`config.mk`:
```
export PLATFORM = sky130hd
export DESIGN_NAME = ata_command_decoder
export DESIGN_NICKNAME = d
export VERILOG_FILES = /design/src/ata_cmd_pkg.sv /design/src/ata_command_decoder.sv
export SDC_FILE = /design/constraint.sdc
export NUM_CORES = 1
export LEC_CHECK = 0
export ABC_CLOCK_PERIOD_IN_PS = 2900
export BUFFER_PORTS_ARGS = -buffer_cell sky130_fd_sc_hd__buf_2
export CAP_MARGIN = 20
export CORE_AREA = 2 2 120 180
export CTS_CLUSTER_DIAMETER = 30
export DETAILED_ROUTE_END_ITERATION = 7
export DIE_AREA = 0 0 122 182
export PLACE_DENSITY_LB_ADDON = 0.08
export SLEW_MARGIN = 20
export SYNTH_ARGS = -nofsm -noshare
export SYNTH_HDL_FRONTEND = slang
export SYNTH_SLANG_ARGS = --single-unit
```
`constraint.sdc`:
```
create_clock -name clk -period 2.9 [get_ports clk]
set_clock_uncertainty 0.05 [all_clocks]
set_input_delay 0.29 -clock clk [delete_from_list [all_inputs] [get_ports clk]]
set_output_delay 0.29 -clock clk [all_outputs]
set_load 0.005 [all_outputs]
```
`src/ata_cmd_pkg.sv`:
```
// Constants, opcodes and carrier types for the task-file command decoder.
package ata_cmd_pkg;

  // Clock and timing.
  localparam int CLK_HZ = 10_000_000;
  localparam int DRQ2_MAX_US = 700;
  localparam int DRQ3_MAX_MS = 20;
  localparam int DRQ2_CYCLES = DRQ2_MAX_US * (CLK_HZ / 1_000_000);
  localparam int DRQ3_CYCLES = DRQ3_MAX_MS * (CLK_HZ / 1_000);
  localparam int EXEC_CYCLES = 4;
  localparam int SECTOR_WORDS = 128;

  // Register byte offsets.
  localparam logic [5:0] OFS_FEATURE = 6'h00;
  localparam logic [5:0] OFS_SECT_COUNT = 6'h04;
  localparam logic [5:0] OFS_SECT_NUMBER = 6'h08;
  localparam logic [5:0] OFS_CYLINDER = 6'h0C;
  localparam logic [5:0] OFS_DRIVE_HEAD = 6'h10;
  localparam logic [5:0] OFS_COMMAND = 6'h14;
  localparam logic [5:0] OFS_ERROR = 6'h18;
  localparam logic [5:0] OFS_ALT_STATUS = 6'h1C;
  localparam logic [5:0] OFS_SETUP = 6'h20;
  localparam logic [5:0] OFS_DATA = 6'h24;

  // Field positions.
  localparam int ST_BUSY = 7;
  localparam int ST_READY = 6;
  localparam int ST_DRQ = 3;
  localparam int ST_ERR = 0;
  localparam int DH_LBA = 6;
  localparam int DH_DRIVE = 4;
  localparam int ST_INTRQ = 8;

  // Values.
  localparam logic [7:0] ERR_ABORT = 8'h04;
  localparam logic [7:0] DIAG_OK = 8'h01;
  localparam logic [7:0] DIAG_FORMATTER = 8'h02;
  localparam logic [7:0] DIAG_BUFFER = 8'h03;
  localparam logic [7:0] DIAG_ECC = 8'h04;
  localparam logic [7:0] DIAG_CPU = 8'h05;
  localparam logic [3:0] DIAG_SLAVE_NIB = 4'h8;
  localparam logic [7:0] PWR_REPORT_SLEEP = 8'h00;
  localparam logic [7:0] PWR_REPORT_IDLE = 8'hFF;
  localparam logic [7:0] FORMAT_FILL = 8'hFF;
  localparam logic [7:0] DH_RESET = 8'hA0;
  localparam logic [7:0] SC_RESET = 8'h01;
  localparam logic [7:0] SN_RESET = 8'h01;

  // Command codes.
  localparam logic [7:0] CMD_DIAG = 8'h90;

  typedef enum logic [4:0] {
    OP_NONE = 5'h00, OP_CHKPWR = 5'h01, OP_DIAG = 5'h02, OP_ERASE = 5'h03,
    OP_FORMAT = 5'h04, OP_IDENT = 5'h05, OP_IDLE = 5'h06, OP_IDLE_IMM = 5'h07,
    OP_INIT_PARAM = 5'h08, OP_RD_BUF = 5'h09, OP_RD_MULT = 5'h0A, OP_RD_LONG = 5'h0B,
    OP_RD_SECT = 5'h0C, OP_RD_VERIFY = 5'h0D, OP_RECAL = 5'h0E, OP_SENSE = 5'h0F,
    OP_SEEK = 5'h10, OP_SET_FEAT = 5'h11, OP_SET_MULT = 5'h12, OP_SLEEP = 5'h13,
    OP_STANDBY = 5'h14, OP_STANDBY_IMM = 5'h15, OP_TRANSLATE = 5'h16, OP_WEAR = 5'h17,
    OP_WR_BUF = 5'h18, OP_WR_LONG = 5'h19, OP_WR_MULT = 5'h1A, OP_WR_MULT_NE = 5'h1B,
    OP_WR_SECT = 5'h1C, OP_WR_SECT_NE = 5'h1D, OP_WR_VERIFY = 5'h1E
  } op_t;

  typedef enum logic [1:0] {
    PWR_IDLE = 2'b00, PWR_STANDBY = 2'b01, PWR_SLEEP = 2'b10
  } power_t;

  typedef struct packed {
    logic known;
    logic [1:0] cls;
    op_t op;
    logic use_head;
    logic lba_ok;
  } cmd_info_t;

  typedef struct packed {
    logic valid;
    op_t op;
    logic drive;
    logic [3:0] head;
    logic lba;
    logic [7:0] sector;
    logic [15:0] cylinder;
    logic [8:0] count;
    logic erase_first;
    logic [7:0] fill;
  } media_req_t;

endpackage

```
`src/ata_command_decoder.sv`:
```
// Task-file command decoder with Avalon-MM register access.
//
// Operation
// Check power in sleep: count 00h, interrupt.
// Check power when idle: count FFh, interrupt.
// Diagnostic 90h returns codes 01h-05h in error.
// True IDE failed slave reports 8Xh.
// Diagnostic self tests, drive select only.
// Format 50h fills head and cylinder with FFh.
// Format accepts one sector buffer, then discards.
// Format in LBA counts sectors, zero means 256.
// Erase C0h still accepted.
// CDh and 38h still erase first.
// Both alternate opcodes decode as one command.
// Reads decode as class 1.
// Format, buffer, long, sector, verify writes class 2.
// C5h and CDh decode as class 3.
// Extra commands 03h, 87h, F5h implemented.
// Drive-only commands ignore head bits.
// Marked registers are taken as parameters.
// 1Xh recalibrate, 7Xh seek with addressing.
// Host issues commands only while not busy.
// Class 1 raises busy within 400 ns.
// Class 2 drq within 700 us, busy drops.
// Class 3 drq within 20 ms, busy drops.
// Unknown opcode aborts with interrupt.
//
// Our own choices: the Avalon-MM register port and the address map.
`timescale 1ns/100ps
module ata_command_decoder #(
  parameter int DRQ2_LIMIT = ata_cmd_pkg::DRQ2_CYCLES,
  parameter int DRQ3_LIMIT = ata_cmd_pkg::DRQ3_CYCLES
) (
  // Clock and reset.
  input wire logic clk,
  input wire logic rst_n,
  // Avalon-MM slave.
  input wire logic [5:0] address,
  input wire logic read,
  input wire logic write,
  input wire logic [31:0] writedata,
  output logic [31:0] readdata,
  output logic waitrequest,
  // Host interrupt request.
  output logic intrq,
  // Pins: true IDE strap and slave diagnostic failure.
  input wire logic true_ide_pin,
  input wire logic slave_fail_pin,
  // Self-test failures: formatter, buffer, ECC, processor.
  input wire logic [3:0] test_fail,
  // Media side.
  output ata_cmd_pkg::media_req_t media_req,
  output logic [31:0] wr_data_word,
  output logic wr_data_valid
);

  typedef enum logic [2:0] {
    S_IDLE = 3'b000,
    S_EXEC = 3'b001,
    S_PREP = 3'b010,
    S_XFER = 3'b011,
    S_FINISH = 3'b100
  } state_t;

  ////////////////////////////////////////////////////////////////////////////////

  function automatic ata_cmd_pkg::cmd_info_t decode(input logic [7:0] code);
    ata_cmd_pkg::cmd_info_t i;
    i = '{known: 1'b1, cls: 2'd1, op: ata_cmd_pkg::OP_NONE, use_head: 1'b0, lba_ok: 1'b0};
    case (code)
      8'hE5, 8'h98: i.op = ata_cmd_pkg::OP_CHKPWR;
      8'h90: i.op = ata_cmd_pkg::OP_DIAG;
      8'hC0: i.op = ata_cmd_pkg::OP_ERASE;
      8'h50: begin
        i.op = ata_cmd_pkg::OP_FORMAT;
        i.cls = 2'd2;
      end
      8'hEC: i.op = ata_cmd_pkg::OP_IDENT;
      8'hE3, 8'h97: i.op = ata_cmd_pkg::OP_IDLE;
      8'hE1, 8'h95: i.op = ata_cmd_pkg::OP_IDLE_IMM;
      8'h91: i.op = ata_cmd_pkg::OP_INIT_PARAM;
      8'hE4: i.op = ata_cmd_pkg::OP_RD_BUF;
      8'hC4: i.op = ata_cmd_pkg::OP_RD_MULT;
      8'h22, 8'h23: i.op = ata_cmd_pkg::OP_RD_LONG;
      8'h20, 8'h21: i.op = ata_cmd_pkg::OP_RD_SECT;
      8'h40, 8'h41: i.op = ata_cmd_pkg::OP_RD_VERIFY;
      8'h03: i.op = ata_cmd_pkg::OP_SENSE;
      8'hEF: i.op = ata_cmd_pkg::OP_SET_FEAT;
      8'hC6: i.op = ata_cmd_pkg::OP_SET_MULT;
      8'hE6, 8'h99: i.op = ata_cmd_pkg::OP_SLEEP;
      8'hE2, 8'h96: i.op = ata_cmd_pkg::OP_STANDBY;
      8'hE0, 8'h94: i.op = ata_cmd_pkg::OP_STANDBY_IMM;
      8'h87: i.op = ata_cmd_pkg::OP_TRANSLATE;
      8'hF5: i.op = ata_cmd_pkg::OP_WEAR;
      8'hE8: begin
        i.op = ata_cmd_pkg::OP_WR_BUF;
        i.cls = 2'd2;
      end
      8'h32, 8'h33: begin
        i.op = ata_cmd_pkg::OP_WR_LONG;
        i.cls = 2'd2;
      end
      8'hC5: begin
        i.op = ata_cmd_pkg::OP_WR_MULT;
        i.cls = 2'd3;
      end
      8'hCD: begin
        i.op = ata_cmd_pkg::OP_WR_MULT_NE;
        i.cls = 2'd3;
      end
      8'h30, 8'h31: begin
        i.op = ata_cmd_pkg::OP_WR_SECT;
        i.cls = 2'd2;
      end
      8'h38: begin
        i.op = ata_cmd_pkg::OP_WR_SECT_NE;
        i.cls = 2'd2;
      end
      8'h3C: begin
        i.op = ata_cmd_pkg::OP_WR_VERIFY;
        i.cls = 2'd2;
      end
      default: begin
        if (code[7:4] == 4'h1) begin
          i.op = ata_cmd_pkg::OP_RECAL;
        end else if (code[7:4] == 4'h7) begin
          i.op = ata_cmd_pkg::OP_SEEK;
        end else begin
          i.known = 1'b0;
        end
      end
    endcase
    // Drive-only commands drop the head bits.
    case (i.op)
      ata_cmd_pkg::OP_ERASE, ata_cmd_pkg::OP_FORMAT, ata_cmd_pkg::OP_INIT_PARAM,
      ata_cmd_pkg::OP_RD_MULT, ata_cmd_pkg::OP_RD_LONG, ata_cmd_pkg::OP_RD_SECT,
      ata_cmd_pkg::OP_RD_VERIFY, ata_cmd_pkg::OP_SEEK, ata_cmd_pkg::OP_TRANSLATE,
      ata_cmd_pkg::OP_WEAR, ata_cmd_pkg::OP_WR_LONG, ata_cmd_pkg::OP_WR_MULT,
      ata_cmd_pkg::OP_WR_MULT_NE, ata_cmd_pkg::OP_WR_SECT, ata_cmd_pkg::OP_WR_SECT_NE,
      ata_cmd_pkg::OP_WR_VERIFY: i.use_head = 1'b1;
      default: i.use_head = 1'b0;
    endcase
    i.lba_ok = i.use_head && (i.op != ata_cmd_pkg::OP_INIT_PARAM) &&
               (i.op != ata_cmd_pkg::OP_WEAR);
    return i;
  endfunction

  function automatic logic [8:0] sector_total(input logic [7:0] sc);
    return (sc == 8'h00) ? 9'h100 : {1'b0, sc};
  endfunction

  ////////////////////////////////////////////////////////////////////////////////

  logic [7:0] feature_param_reg;
  logic [7:0] sector_count_reg;
  logic [7:0] sector_number_reg;
  logic [15:0] cylinder_regs;
  logic [7:0] drive_head_reg;
  logic [7:0] error_reg;
  logic [7:0] feature_setting;
  logic [7:0] multiple_count;
  logic [7:0] sectors_per_track;
  logic [3:0] head_count;
  logic busy;
  logic drq;
  logic err_flag;
  state_t state;
  ata_cmd_pkg::cmd_info_t cur;
  ata_cmd_pkg::power_t power;
  logic [17:0] cnt;
  logic [6:0] word_cnt;
  logic [8:0] sectors_left;
  logic [1:0] sync_ide;
  logic [1:0] sync_slave;
  logic true_ide;
  logic slave_failed;
  logic [2:0] pin_sync [2];
  logic [1:0] pin_stable;

  logic wr_acc;
  logic rd_acc;
  logic launch;
  logic exec_end;
  logic prep_end;
  logic sector_end;
  logic [17:0] prep_last;
  ata_cmd_pkg::cmd_info_t new_info;
  logic [31:0] next_readdata;
  logic [7:0] status_byte;
  logic [7:0] diag_code;

  ////////////////////////////////////////////////////////////////////////////////

  // Async pins; a change counts once the last two stages agree.
  assign pin_stable = {slave_failed, true_ide};
  assign sync_ide = {pin_sync[0][2], pin_sync[0][1]};
  assign sync_slave = {pin_sync[1][2], pin_sync[1][1]};

  generate
    for (genvar p = 0; p < 2; p++) begin : g_pin
      always_ff @(posedge clk) begin
        if (!rst_n) begin
          pin_sync[p] <= 3'b000;
        end else begin
          pin_sync[p] <= {pin_sync[p][1:0], (p == 0) ? true_ide_pin : slave_fail_pin};
        end
      end
    end
  endgenerate

  always_ff @(posedge clk) begin
    if (!rst_n) begin
      true_ide <= 1'b0;
      slave_failed <= 1'b0;
    end else begin
      if (sync_ide[1] == sync_ide[0]) begin
        true_ide <= sync_ide[0];
      end
      if (sync_slave[1] == sync_slave[0]) begin
        slave_failed <= sync_slave[0];
      end
    end
  end

  ////////////////////////////////////////////////////////////////////////////////

  // One wait state keeps read data registered.
  assign wr_acc = write && !waitrequest;
  assign rd_acc = read && !waitrequest;
  assign new_info = decode(writedata[7:0]);
  // Writes while busy are dropped, so a command never lands mid-flight.
  assign launch = wr_acc && (address[5:2] == ata_cmd_pkg::OFS_COMMAND[5:2]) && !busy &&
                  (!drive_head_reg[ata_cmd_pkg::DH_DRIVE] ||
                   writedata[7:0] == ata_cmd_pkg::CMD_DIAG);
  assign status_byte = {busy, !busy, 2'b00, drq, 2'b00, err_flag};

  always_comb begin
    next_readdata = 32'h0000_0000;
    case (address[5:2])
      ata_cmd_pkg::OFS_FEATURE[5:2]: next_readdata[7:0] = feature_param_reg;
      ata_cmd_pkg::OFS_SECT_COUNT[5:2]: next_readdata[7:0] = sector_count_reg;
      ata_cmd_pkg::OFS_SECT_NUMBER[5:2]: next_readdata[7:0] = sector_number_reg;
      ata_cmd_pkg::OFS_CYLINDER[5:2]: next_readdata[15:0] = cylinder_regs;
      ata_cmd_pkg::OFS_DRIVE_HEAD[5:2]: next_readdata[7:0] = drive_head_reg;
      ata_cmd_pkg::OFS_COMMAND[5:2]: next_readdata[8:0] = {intrq, status_byte};
      ata_cmd_pkg::OFS_ERROR[5:2]: next_readdata[7:0] = error_reg;
      ata_cmd_pkg::OFS_ALT_STATUS[5:2]: next_readdata[8:0] = {intrq, status_byte};
      ata_cmd_pkg::OFS_SETUP[5:2]: next_readdata[29:0] =
        {pin_stable, head_count, sectors_per_track, multiple_count, feature_setting};
      default: next_readdata = 32'h0000_0000;
    endcase
  end

  always_ff @(posedge clk) begin
    if (!rst_n) begin
      waitrequest <= 1'b1;
      readdata <= 32'h0000_0000;
    end else begin
      waitrequest <= !((read || write) && waitrequest);
      if (read && waitrequest) begin
        readdata <= next_readdata;
      end
    end
  end

  ////////////////////////////////////////////////////////////////////////////////

  assign exec_end = (state == S_EXEC) && (cnt == 18'(ata_cmd_pkg::EXEC_CYCLES - 1));
  assign prep_last = (cur.cls == 2'd3) ? 18'(DRQ3_LIMIT - 1) : 18'(DRQ2_LIMIT - 1);
  assign prep_end = (state == S_PREP) && (cnt == prep_last);
  assign sector_end = (state == S_XFER) && wr_acc &&
                      (address[5:2] == ata_cmd_pkg::OFS_DATA[5:2]) &&
                      (word_cnt == 7'(ata_cmd_pkg::SECTOR_WORDS - 1));

  // Task file; check power overwrites the sector count.
  always_ff @(posedge clk) begin
    if (!rst_n) begin
      feature_param_reg <= 8'h00;
      sector_count_reg <= ata_cmd_pkg::SC_RESET;
      sector_number_reg <= ata_cmd_pkg::SN_RESET;
      cylinder_regs <= 16'h0000;
      drive_head_reg <= ata_cmd_pkg::DH_RESET;
    end else if (exec_end && cur.op == ata_cmd_pkg::OP_CHKPWR) begin
      sector_count_reg <= (power == ata_cmd_pkg::PWR_IDLE) ?
        ata_cmd_pkg::PWR_REPORT_IDLE : ata_cmd_pkg::PWR_REPORT_SLEEP;
    end else if (wr_acc && !busy) begin
      case (address[5:2])
        ata_cmd_pkg::OFS_FEATURE[5:2]: feature_param_reg <= writedata[7:0];
        ata_cmd_pkg::OFS_SECT_COUNT[5:2]: sector_count_reg <= writedata[7:0];
        ata_cmd_pkg::OFS_SECT_NUMBER[5:2]: sector_number_reg <= writedata[7:0];
        ata_cmd_pkg::OFS_CYLINDER[5:2]: cylinder_regs <= writedata[15:0];
        ata_cmd_pkg::OFS_DRIVE_HEAD[5:2]: drive_head_reg <= writedata[7:0];
        default: ;
      endcase
    end
  end

  ////////////////////////////////////////////////////////////////////////////////

  always_ff @(posedge clk) begin
    if (!rst_n) begin
      state <= S_IDLE;
      busy <= 1'b0;
      drq <= 1'b0;
      cnt <= 18'h0_0000;
      word_cnt <= 7'h00;
      sectors_left <= 9'h000;
      cur <= '0;
    end else begin
      case (state)
        S_IDLE: begin
          cnt <= 18'h0_0000;
          word_cnt <= 7'h00;
          if (launch) begin
            busy <= 1'b1;
            cur <= new_info;
            if (!new_info.known) begin
              state <= S_FINISH;
            end else if (new_info.cls == 2'd1) begin
              state <= S_EXEC;
            end else begin
              state <= S_PREP;
            end
            case (new_info.op)
              ata_cmd_pkg::OP_WR_MULT, ata_cmd_pkg::OP_WR_MULT_NE, ata_cmd_pkg::OP_WR_SECT,
              ata_cmd_pkg::OP_WR_SECT_NE, ata_cmd_pkg::OP_WR_VERIFY:
                sectors_left <= sector_total(sector_count_reg);
              default: sectors_left <= 9'h001;
            endcase
          end
        end
        S_EXEC: begin
          cnt <= cnt + 18'h0_0001;
          if (exec_end) begin
            state <= S_FINISH;
          end
        end
        S_PREP: begin
          cnt <= cnt + 18'h0_0001;
          if (prep_end) begin
            drq <= 1'b1;
            busy <= 1'b0;
            state <= S_XFER;
          end
        end
        S_XFER: begin
          if (wr_acc && address[5:2] == ata_cmd_pkg::OFS_DATA[5:2]) begin
            word_cnt <= word_cnt + 7'h01;
          end
          if (sector_end) begin
            sectors_left <= sectors_left - 9'h001;
            if (sectors_left == 9'h001) begin
              drq <= 1'b0;
              busy <= 1'b1;
              cnt <= 18'h0_0000;
              state <= S_EXEC;
            end
          end
        end
        S_FINISH: begin
          busy <= 1'b0;
          state <= S_IDLE;
        end
        default: state <= S_IDLE;
      endcase
    end
  end

  ////////////////////////////////////////////////////////////////////////////////

  // Diagnostic result: first failing unit wins; a failed slave in true IDE sets 8Xh.
  always_comb begin
    if (test_fail[0]) begin
      diag_code = ata_cmd_pkg::DIAG_FORMATTER;
    end else if (test_fail[1]) begin
      diag_code = ata_cmd_pkg::DIAG_BUFFER;
    end else if (test_fail[2]) begin
      diag_code = ata_cmd_pkg::DIAG_ECC;
    end else if (test_fail[3]) begin
      diag_code = ata_cmd_pkg::DIAG_CPU;
    end else begin
      diag_code = ata_cmd_pkg::DIAG_OK;
    end
    if (true_ide && slave_failed) begin
      diag_code = {ata_cmd_pkg::DIAG_SLAVE_NIB, diag_code[3:0]};
    end
  end

  always_ff @(posedge clk) begin
    if (!rst_n) begin
      error_reg <= 8'h00;
      err_flag <= 1'b0;
    end else if (launch) begin
      error_reg <= 8'h00;
      err_flag <= 1'b0;
    end else if (state == S_FINISH && !cur.known) begin
      error_reg <= ata_cmd_pkg::ERR_ABORT;
      err_flag <= 1'b1;
    end else if (exec_end && cur.op == ata_cmd_pkg::OP_DIAG) begin
      error_reg <= diag_code;
      err_flag <= (diag_code != ata_cmd_pkg::DIAG_OK);
    end
  end

  // Completion sets the request; a status read clears it; set wins.
  always_ff @(posedge clk) begin
    if (!rst_n) begin
      intrq <= 1'b0;
    end else if (state == S_FINISH) begin
      intrq <= 1'b1;
    end else if (launch || (rd_acc && address[5:2] == ata_cmd_pkg::OFS_COMMAND[5:2])) begin
      intrq <= 1'b0;
    end
  end

  // Power mode and parameters set by the setup commands.
  always_ff @(posedge clk) begin
    if (!rst_n) begin
      power <= ata_cmd_pkg::PWR_IDLE;
      feature_setting <= 8'h00;
      multiple_count <= 8'h00;
      sectors_per_track <= 8'h00;
      head_count <= 4'h0;
    end else if (exec_end) begin
      case (cur.op)
        ata_cmd_pkg::OP_SLEEP: power <= ata_cmd_pkg::PWR_SLEEP;
        ata_cmd_pkg::OP_STANDBY, ata_cmd_pkg::OP_STANDBY_IMM: power <= ata_cmd_pkg::PWR_STANDBY;
        ata_cmd_pkg::OP_IDLE, ata_cmd_pkg::OP_IDLE_IMM: power <= ata_cmd_pkg::PWR_IDLE;
        ata_cmd_pkg::OP_SET_FEAT: feature_setting <= feature_param_reg;
        ata_cmd_pkg::OP_SET_MULT: multiple_count <= sector_count_reg;
        ata_cmd_pkg::OP_INIT_PARAM: begin
          sectors_per_track <= sector_count_reg;
          head_count <= drive_head_reg[3:0];
        end
        default: ;
      endcase
    end
  end

  ////////////////////////////////////////////////////////////////////////////////

  // Media request: one-cycle pulse when non-format writes raise data request, and at the end of execution for head-using commands, recalibrate and format.
  always_ff @(posedge clk) begin
    if (!rst_n) begin
      media_req <= '0;
    end else begin
      media_req.valid <= 1'b0;
      if ((prep_end && cur.op != ata_cmd_pkg::OP_FORMAT) ||
          (exec_end && cur.op != ata_cmd_pkg::OP_FORMAT && cur.use_head) ||
          (exec_end && cur.op == ata_cmd_pkg::OP_RECAL) ||
          (exec_end && cur.op == ata_cmd_pkg::OP_FORMAT)) begin
        media_req.valid <= 1'b1;
        media_req.op <= cur.op;
        media_req.drive <= drive_head_reg[ata_cmd_pkg::DH_DRIVE];
        media_req.head <= cur.use_head ? drive_head_reg[3:0] : 4'h0;
        media_req.lba <= cur.lba_ok && drive_head_reg[ata_cmd_pkg::DH_LBA];
        media_req.sector <= sector_number_reg;
        media_req.cylinder <= cylinder_regs;
        media_req.erase_first <= 1'b1;
        media_req.fill <= ata_cmd_pkg::FORMAT_FILL;
        if (cur.op == ata_cmd_pkg::OP_FORMAT && !drive_head_reg[ata_cmd_pkg::DH_LBA]) begin
          media_req.count <= sector_total(sectors_per_track);
        end else begin
          media_req.count <= sector_total(sector_count_reg);
        end
      end
    end
  end

  // Write data goes to the media side; format data is taken and thrown away.
  always_ff @(posedge clk) begin
    if (!rst_n) begin
      wr_data_word <= 32'h0000_0000;
      wr_data_valid <= 1'b0;
    end else begin
      wr_data_valid <= wr_acc && (state == S_XFER) &&
                       (address[5:2] == ata_cmd_pkg::OFS_DATA[5:2]) &&
                       (cur.op != ata_cmd_pkg::OP_FORMAT);
      if (wr_acc && address[5:2] == ata_cmd_pkg::OFS_DATA[5:2]) begin
        wr_data_word <= writedata;
      end
    end
  end

endmodule

```
==> flow_metrics.env <==
export IMPL_status="complete, no violations"
export IMPL_grt_use_total_pct=29.56
export IMPL_slew_headroom_pct=46.00
export IMPL_largest_reg_flops=46
export IMPL_yosysTopAreaCell="dfxtp_1"
export IMPL_dr_total_vias=10740
export IMPL_final_hold_viol_count=0
export IMPL_layout_min_cycle_time_ns=2.677
export IMPL_grt_pass1_vias=10200
export IMPL_cts_buffers=35
export IMPL_nets=1625
export IMPL_grt_start_max_net_pins=76
export IMPL_syn_area_per_cell_um2=8.436
export IMPL_timing_rr_end="media_req[45]"
export IMPL_die_h_um=182
export IMPL_p_comb_share_pct=5.4
export IMPL_ys_seq_elements=251
export IMPL_gp_congestion=0.8982
export IMPL_synth_warnings=0
export IMPL_critPathKind="reg2reg"
export IMPL_drt_wl_total_um=33320
export IMPL_powerDensity_nw_per_um2=577.8
export IMPL_r2r_start="cnt[10]"
export IMPL_overflow=0
export IMPL_vias_per_cell=5.750
export IMPL_worst_path_max_delay_cell="o21ai_4"
export IMPL_regMostFlops="media_req"
export IMPL_worstPathArrival_ns=3.03
export IMPL_cts_sinks=251
export IMPL_pre_cts_ws_ns=-0.1619
export IMPL_drv_slew=0
export IMPL_hold_path_class="in2reg"
export IMPL_postPlaceCellArea_um2=12940
export IMPL_fp_dieW_um=122
export IMPL_rsz0062_at_grt="no"
export IMPL_areaGrowthSynthToFinish_pct=23.46
export IMPL_sw_frac_of_total_pct=22.56
export IMPL_grt_pass1_wl_um=52470
export IMPL_clkPwrFrac_pct=52.8
export IMPL_synth_top_area_share_pct=42.85
export IMPL_coreArea_um2=20740
export IMPL_critPathCaptureType="flop"
export IMPL_path_max_fanout=22
export IMPL_diodes=0
export IMPL_period_share_pct=92.32
export IMPL_crit_chain="nor4_1, and4_1, o2111ai_1, o21ai_4, buf_12, nand3_1, a21boi_0"
export IMPL_h_tree_depth=2
export IMPL_num_rows=65
export IMPL_peakVddDrop_v=0.0004207
export IMPL_drt_iter0_markers=820
export IMPL_ys_top_cells_by_area="dfxtp_1 43%, nand2_1 7.7%, a21boi_0 6.5%, mux2i_1 5.6%, nor2b_1 3.9%"
export IMPL_fmax_mhz=373.5
export IMPL_routedWlPerCell_um=17.85
export IMPL_maxCapViolations=0
export IMPL_post_route_cell_area_um2=14480
export IMPL_dieArea_um2=22200
export IMPL_async_flop_share_pct=0
export IMPL_holdPathEnd="error_reg[1]"
export IMPL_antenna_found_initial=0
export IMPL_min_delay_start="test_fail[1]"
export IMPL_r2r_slack_ns=0.22
export IMPL_ys_seq_area_share_pct=42.85
export IMPL_finalWorstSetupSlack_ns=0.2228
export IMPL_ant_nets=0
export IMPL_drive_above_1_share_pct=19.45
export IMPL_leakagePower_nw=5.796
export IMPL_internal_power_mw=6.479
export IMPL_drt_first_pass_iters=5
export IMPL_hpwl_um=23590
export IMPL_cts_tree="yes"
export IMPL_top_regs="media_req (46), wr_data_word (32), readdata (30)"
export IMPL_synthFlopType="dfxtp_1"
export IMPL_ioPinCount=169
export IMPL_synth_edff_count=0
export IMPL_reg2regPathDepth=7
export IMPL_path_clk_slew_ns=0.06
export IMPL_power_share_sequential_pct=41.7
export IMPL_synth_area_um2=11730
export IMPL_start_util_pct=56.54
export IMPL_start_kind="flop"
export IMPL_setup_violations=0
export IMPL_drcViolationCount=0
export IMPL_synth_distinct_cells=77
export IMPL_port_buffers=164
export IMPL_crit_path_max_incr_delay_ns=0.64
export IMPL_clock_path_buffers=3
export IMPL_p_sw_mw=1.887
export IMPL_cts_root_buffer="clkbuf_16"
export IMPL_critPathRequiredTime_ns=3.26
export IMPL_min_path_cells=3
export IMPL_worst_slew_pin_slew_ns=0.8062
export IMPL_netlist_instances=1390
export IMPL_clkLatencyLatePin_ns=0.51
per-stage QoR:
step                      setup TNS [ns]  instances  hold WS, ns  utilization, %  power [mW]
after detailed placement          -1.806       1776       0.3822           62.39       3.981
after global routing                   0       1867      0.07553           69.81       8.613
after CTS                              0       1867      0.06483           69.67       8.408
final                                  0       1867      0.07130           69.81       8.366
after floorplan                        0       1391       0.3559               -       3.822
after global placement           -0.6995       1776       0.3726           62.39       3.980
kinds of logic (layout without fill, tap and decap cells):
| group | after synthesis | after routing | synth area share (%) |
|---|---|---|---|
| other | 1 | 2 | 0.03198 |
| DFF | 251 | 251 | 42.85 |
| muxes | 68 | 68 | 5.826 |
| buffers and inverters | 130 | 338 | 4.769 |
| AOI/OAI and AO/OA | 290 | 290 | 17.66 |
| adders and majority gates | 4 | 4 | 0.4268 |
| xor gates and xnor gates | 28 | 28 | 2.091 |
| and+or+nand+nor | 618 | 618 | 26.34 |
what timing repair did:
item                                   4_1_cts  5_1_grt
endpoints found under the hold margin       28        0
hold buffers                                28        0
resized for setup                            0        6
setup buffers                                0        0
setup endpoints to repair                    0       39
worst max path at each step:
stage	to	startpoint	slack [ns]	depth (start not counted)
global placement	cnt[16]	address[5]	-0.10	8
detailed placement	cnt[14]	address[5]	-0.16	8
finish	media_req[45]	cnt[10]	0.22	7
floorplan	cur[0]	writedata[7]	0.30	9
global route	cnt[15]	word_cnt[0]	0.06	9
CTS	cnt[16]	waitrequest	0.02	7
critical path: cells and delay by family, from the launching register on:
| kind | cells | cell delay (ns) |
|---|---|---|
| buffers and inverters | 1 | 0.25 |
| AND/OR/NAND/NOR | 3 | 0.80 |
| flip-flops | 1 | 0.35 |
| AO/OA/AOI/OAI | 3 | 1.12 |
power groups by stage:
stage	clock, mW	combinational, mW	sequential, mW
3_3_place_gp	0	0.416	3.56
3_5_place_dp	0	0.416	3.57
5_1_grt	4.63	0.491	3.49
6_report	4.42	0.454	3.49
2_1_floorplan	0	0.263	3.56
4_1_cts	4.47	0.447	3.49
synth_stat cells (14+ instances only):
cell type,number
and2_1,20
dfxtp_1,251
nand3_1,50
a21oi_1,38
nor2b_1,73
nor3_1,21
a221oi_1,15
nor4_1,22
xor2_1,19
nand2_1,240
inv_1,14
clkbuf_1,90
o21ai_0,37
a21boi_0,101
mux2i_1,66
nor3b_1,18
nor2_1,94
layer usage:
layer | track usage, % | routed length [um] | share of wire [%]
met5 | 0 | 0 | 0
met4 | 11.77 | 1254 | 3.8
met3 | 4.397 | 1701 | 5.1
met2 | 52.18 | 16710 | 50
met1 | 35.55 | 13660 | 41
cells in the final DEF (no fill, tap or decap), types with 5 or more instances in the layout:
cell           synthesis  routed
a221oi_1              15      15
dlygate4sd3_1          0      28
o211ai_1              13      13
mux2i_1               66      66
or3_1                  5       5
nor4_2                 3       5
o211a_1               13      13
o21a_1                11      11
nand2_1              240     240
nand2b_1               8       8
xor2_1                19      19
clkinvlp_4             0       5
inv_1                 14      14
clkbuf_16              0      36
a21boi_0             101     101
a22oi_1               13      13
dfxtp_1              251     251
o21ai_0               37      37
clkinv_4               0       5
nand4_1               11      11
nor2_1                94      94
buf_4                 11      66
nor3b_1               18      18
nor2b_1               73      73
nand3b_1               5       5
buf_2                  6     163
o31ai_1                5       5
nand3_1               50      50
nor4_1                22      20
a211oi_1               5       5
clkbuf_1              90       5
bufinv_16              0       5
xnor2_1                9       9
a21oi_1               38      38
and3_1                12      11
and2_1                20      20
nor3_1                21      20
a31oi_1               11      11
final cells by class:
cell class | instances | area (um2)
sequential | 251 | 5025
clock inverter | 20 | 282.8
multi-input combinational | 1010 | 6188
clock buffer | 43 | 947.2
inverter | 15 | 56.30
timing repair buffer | 260 | 1643
tap | 268 | 335.3
fill | 1723 | 6261
Note: power is estimated with default switching activity, not from simulation.
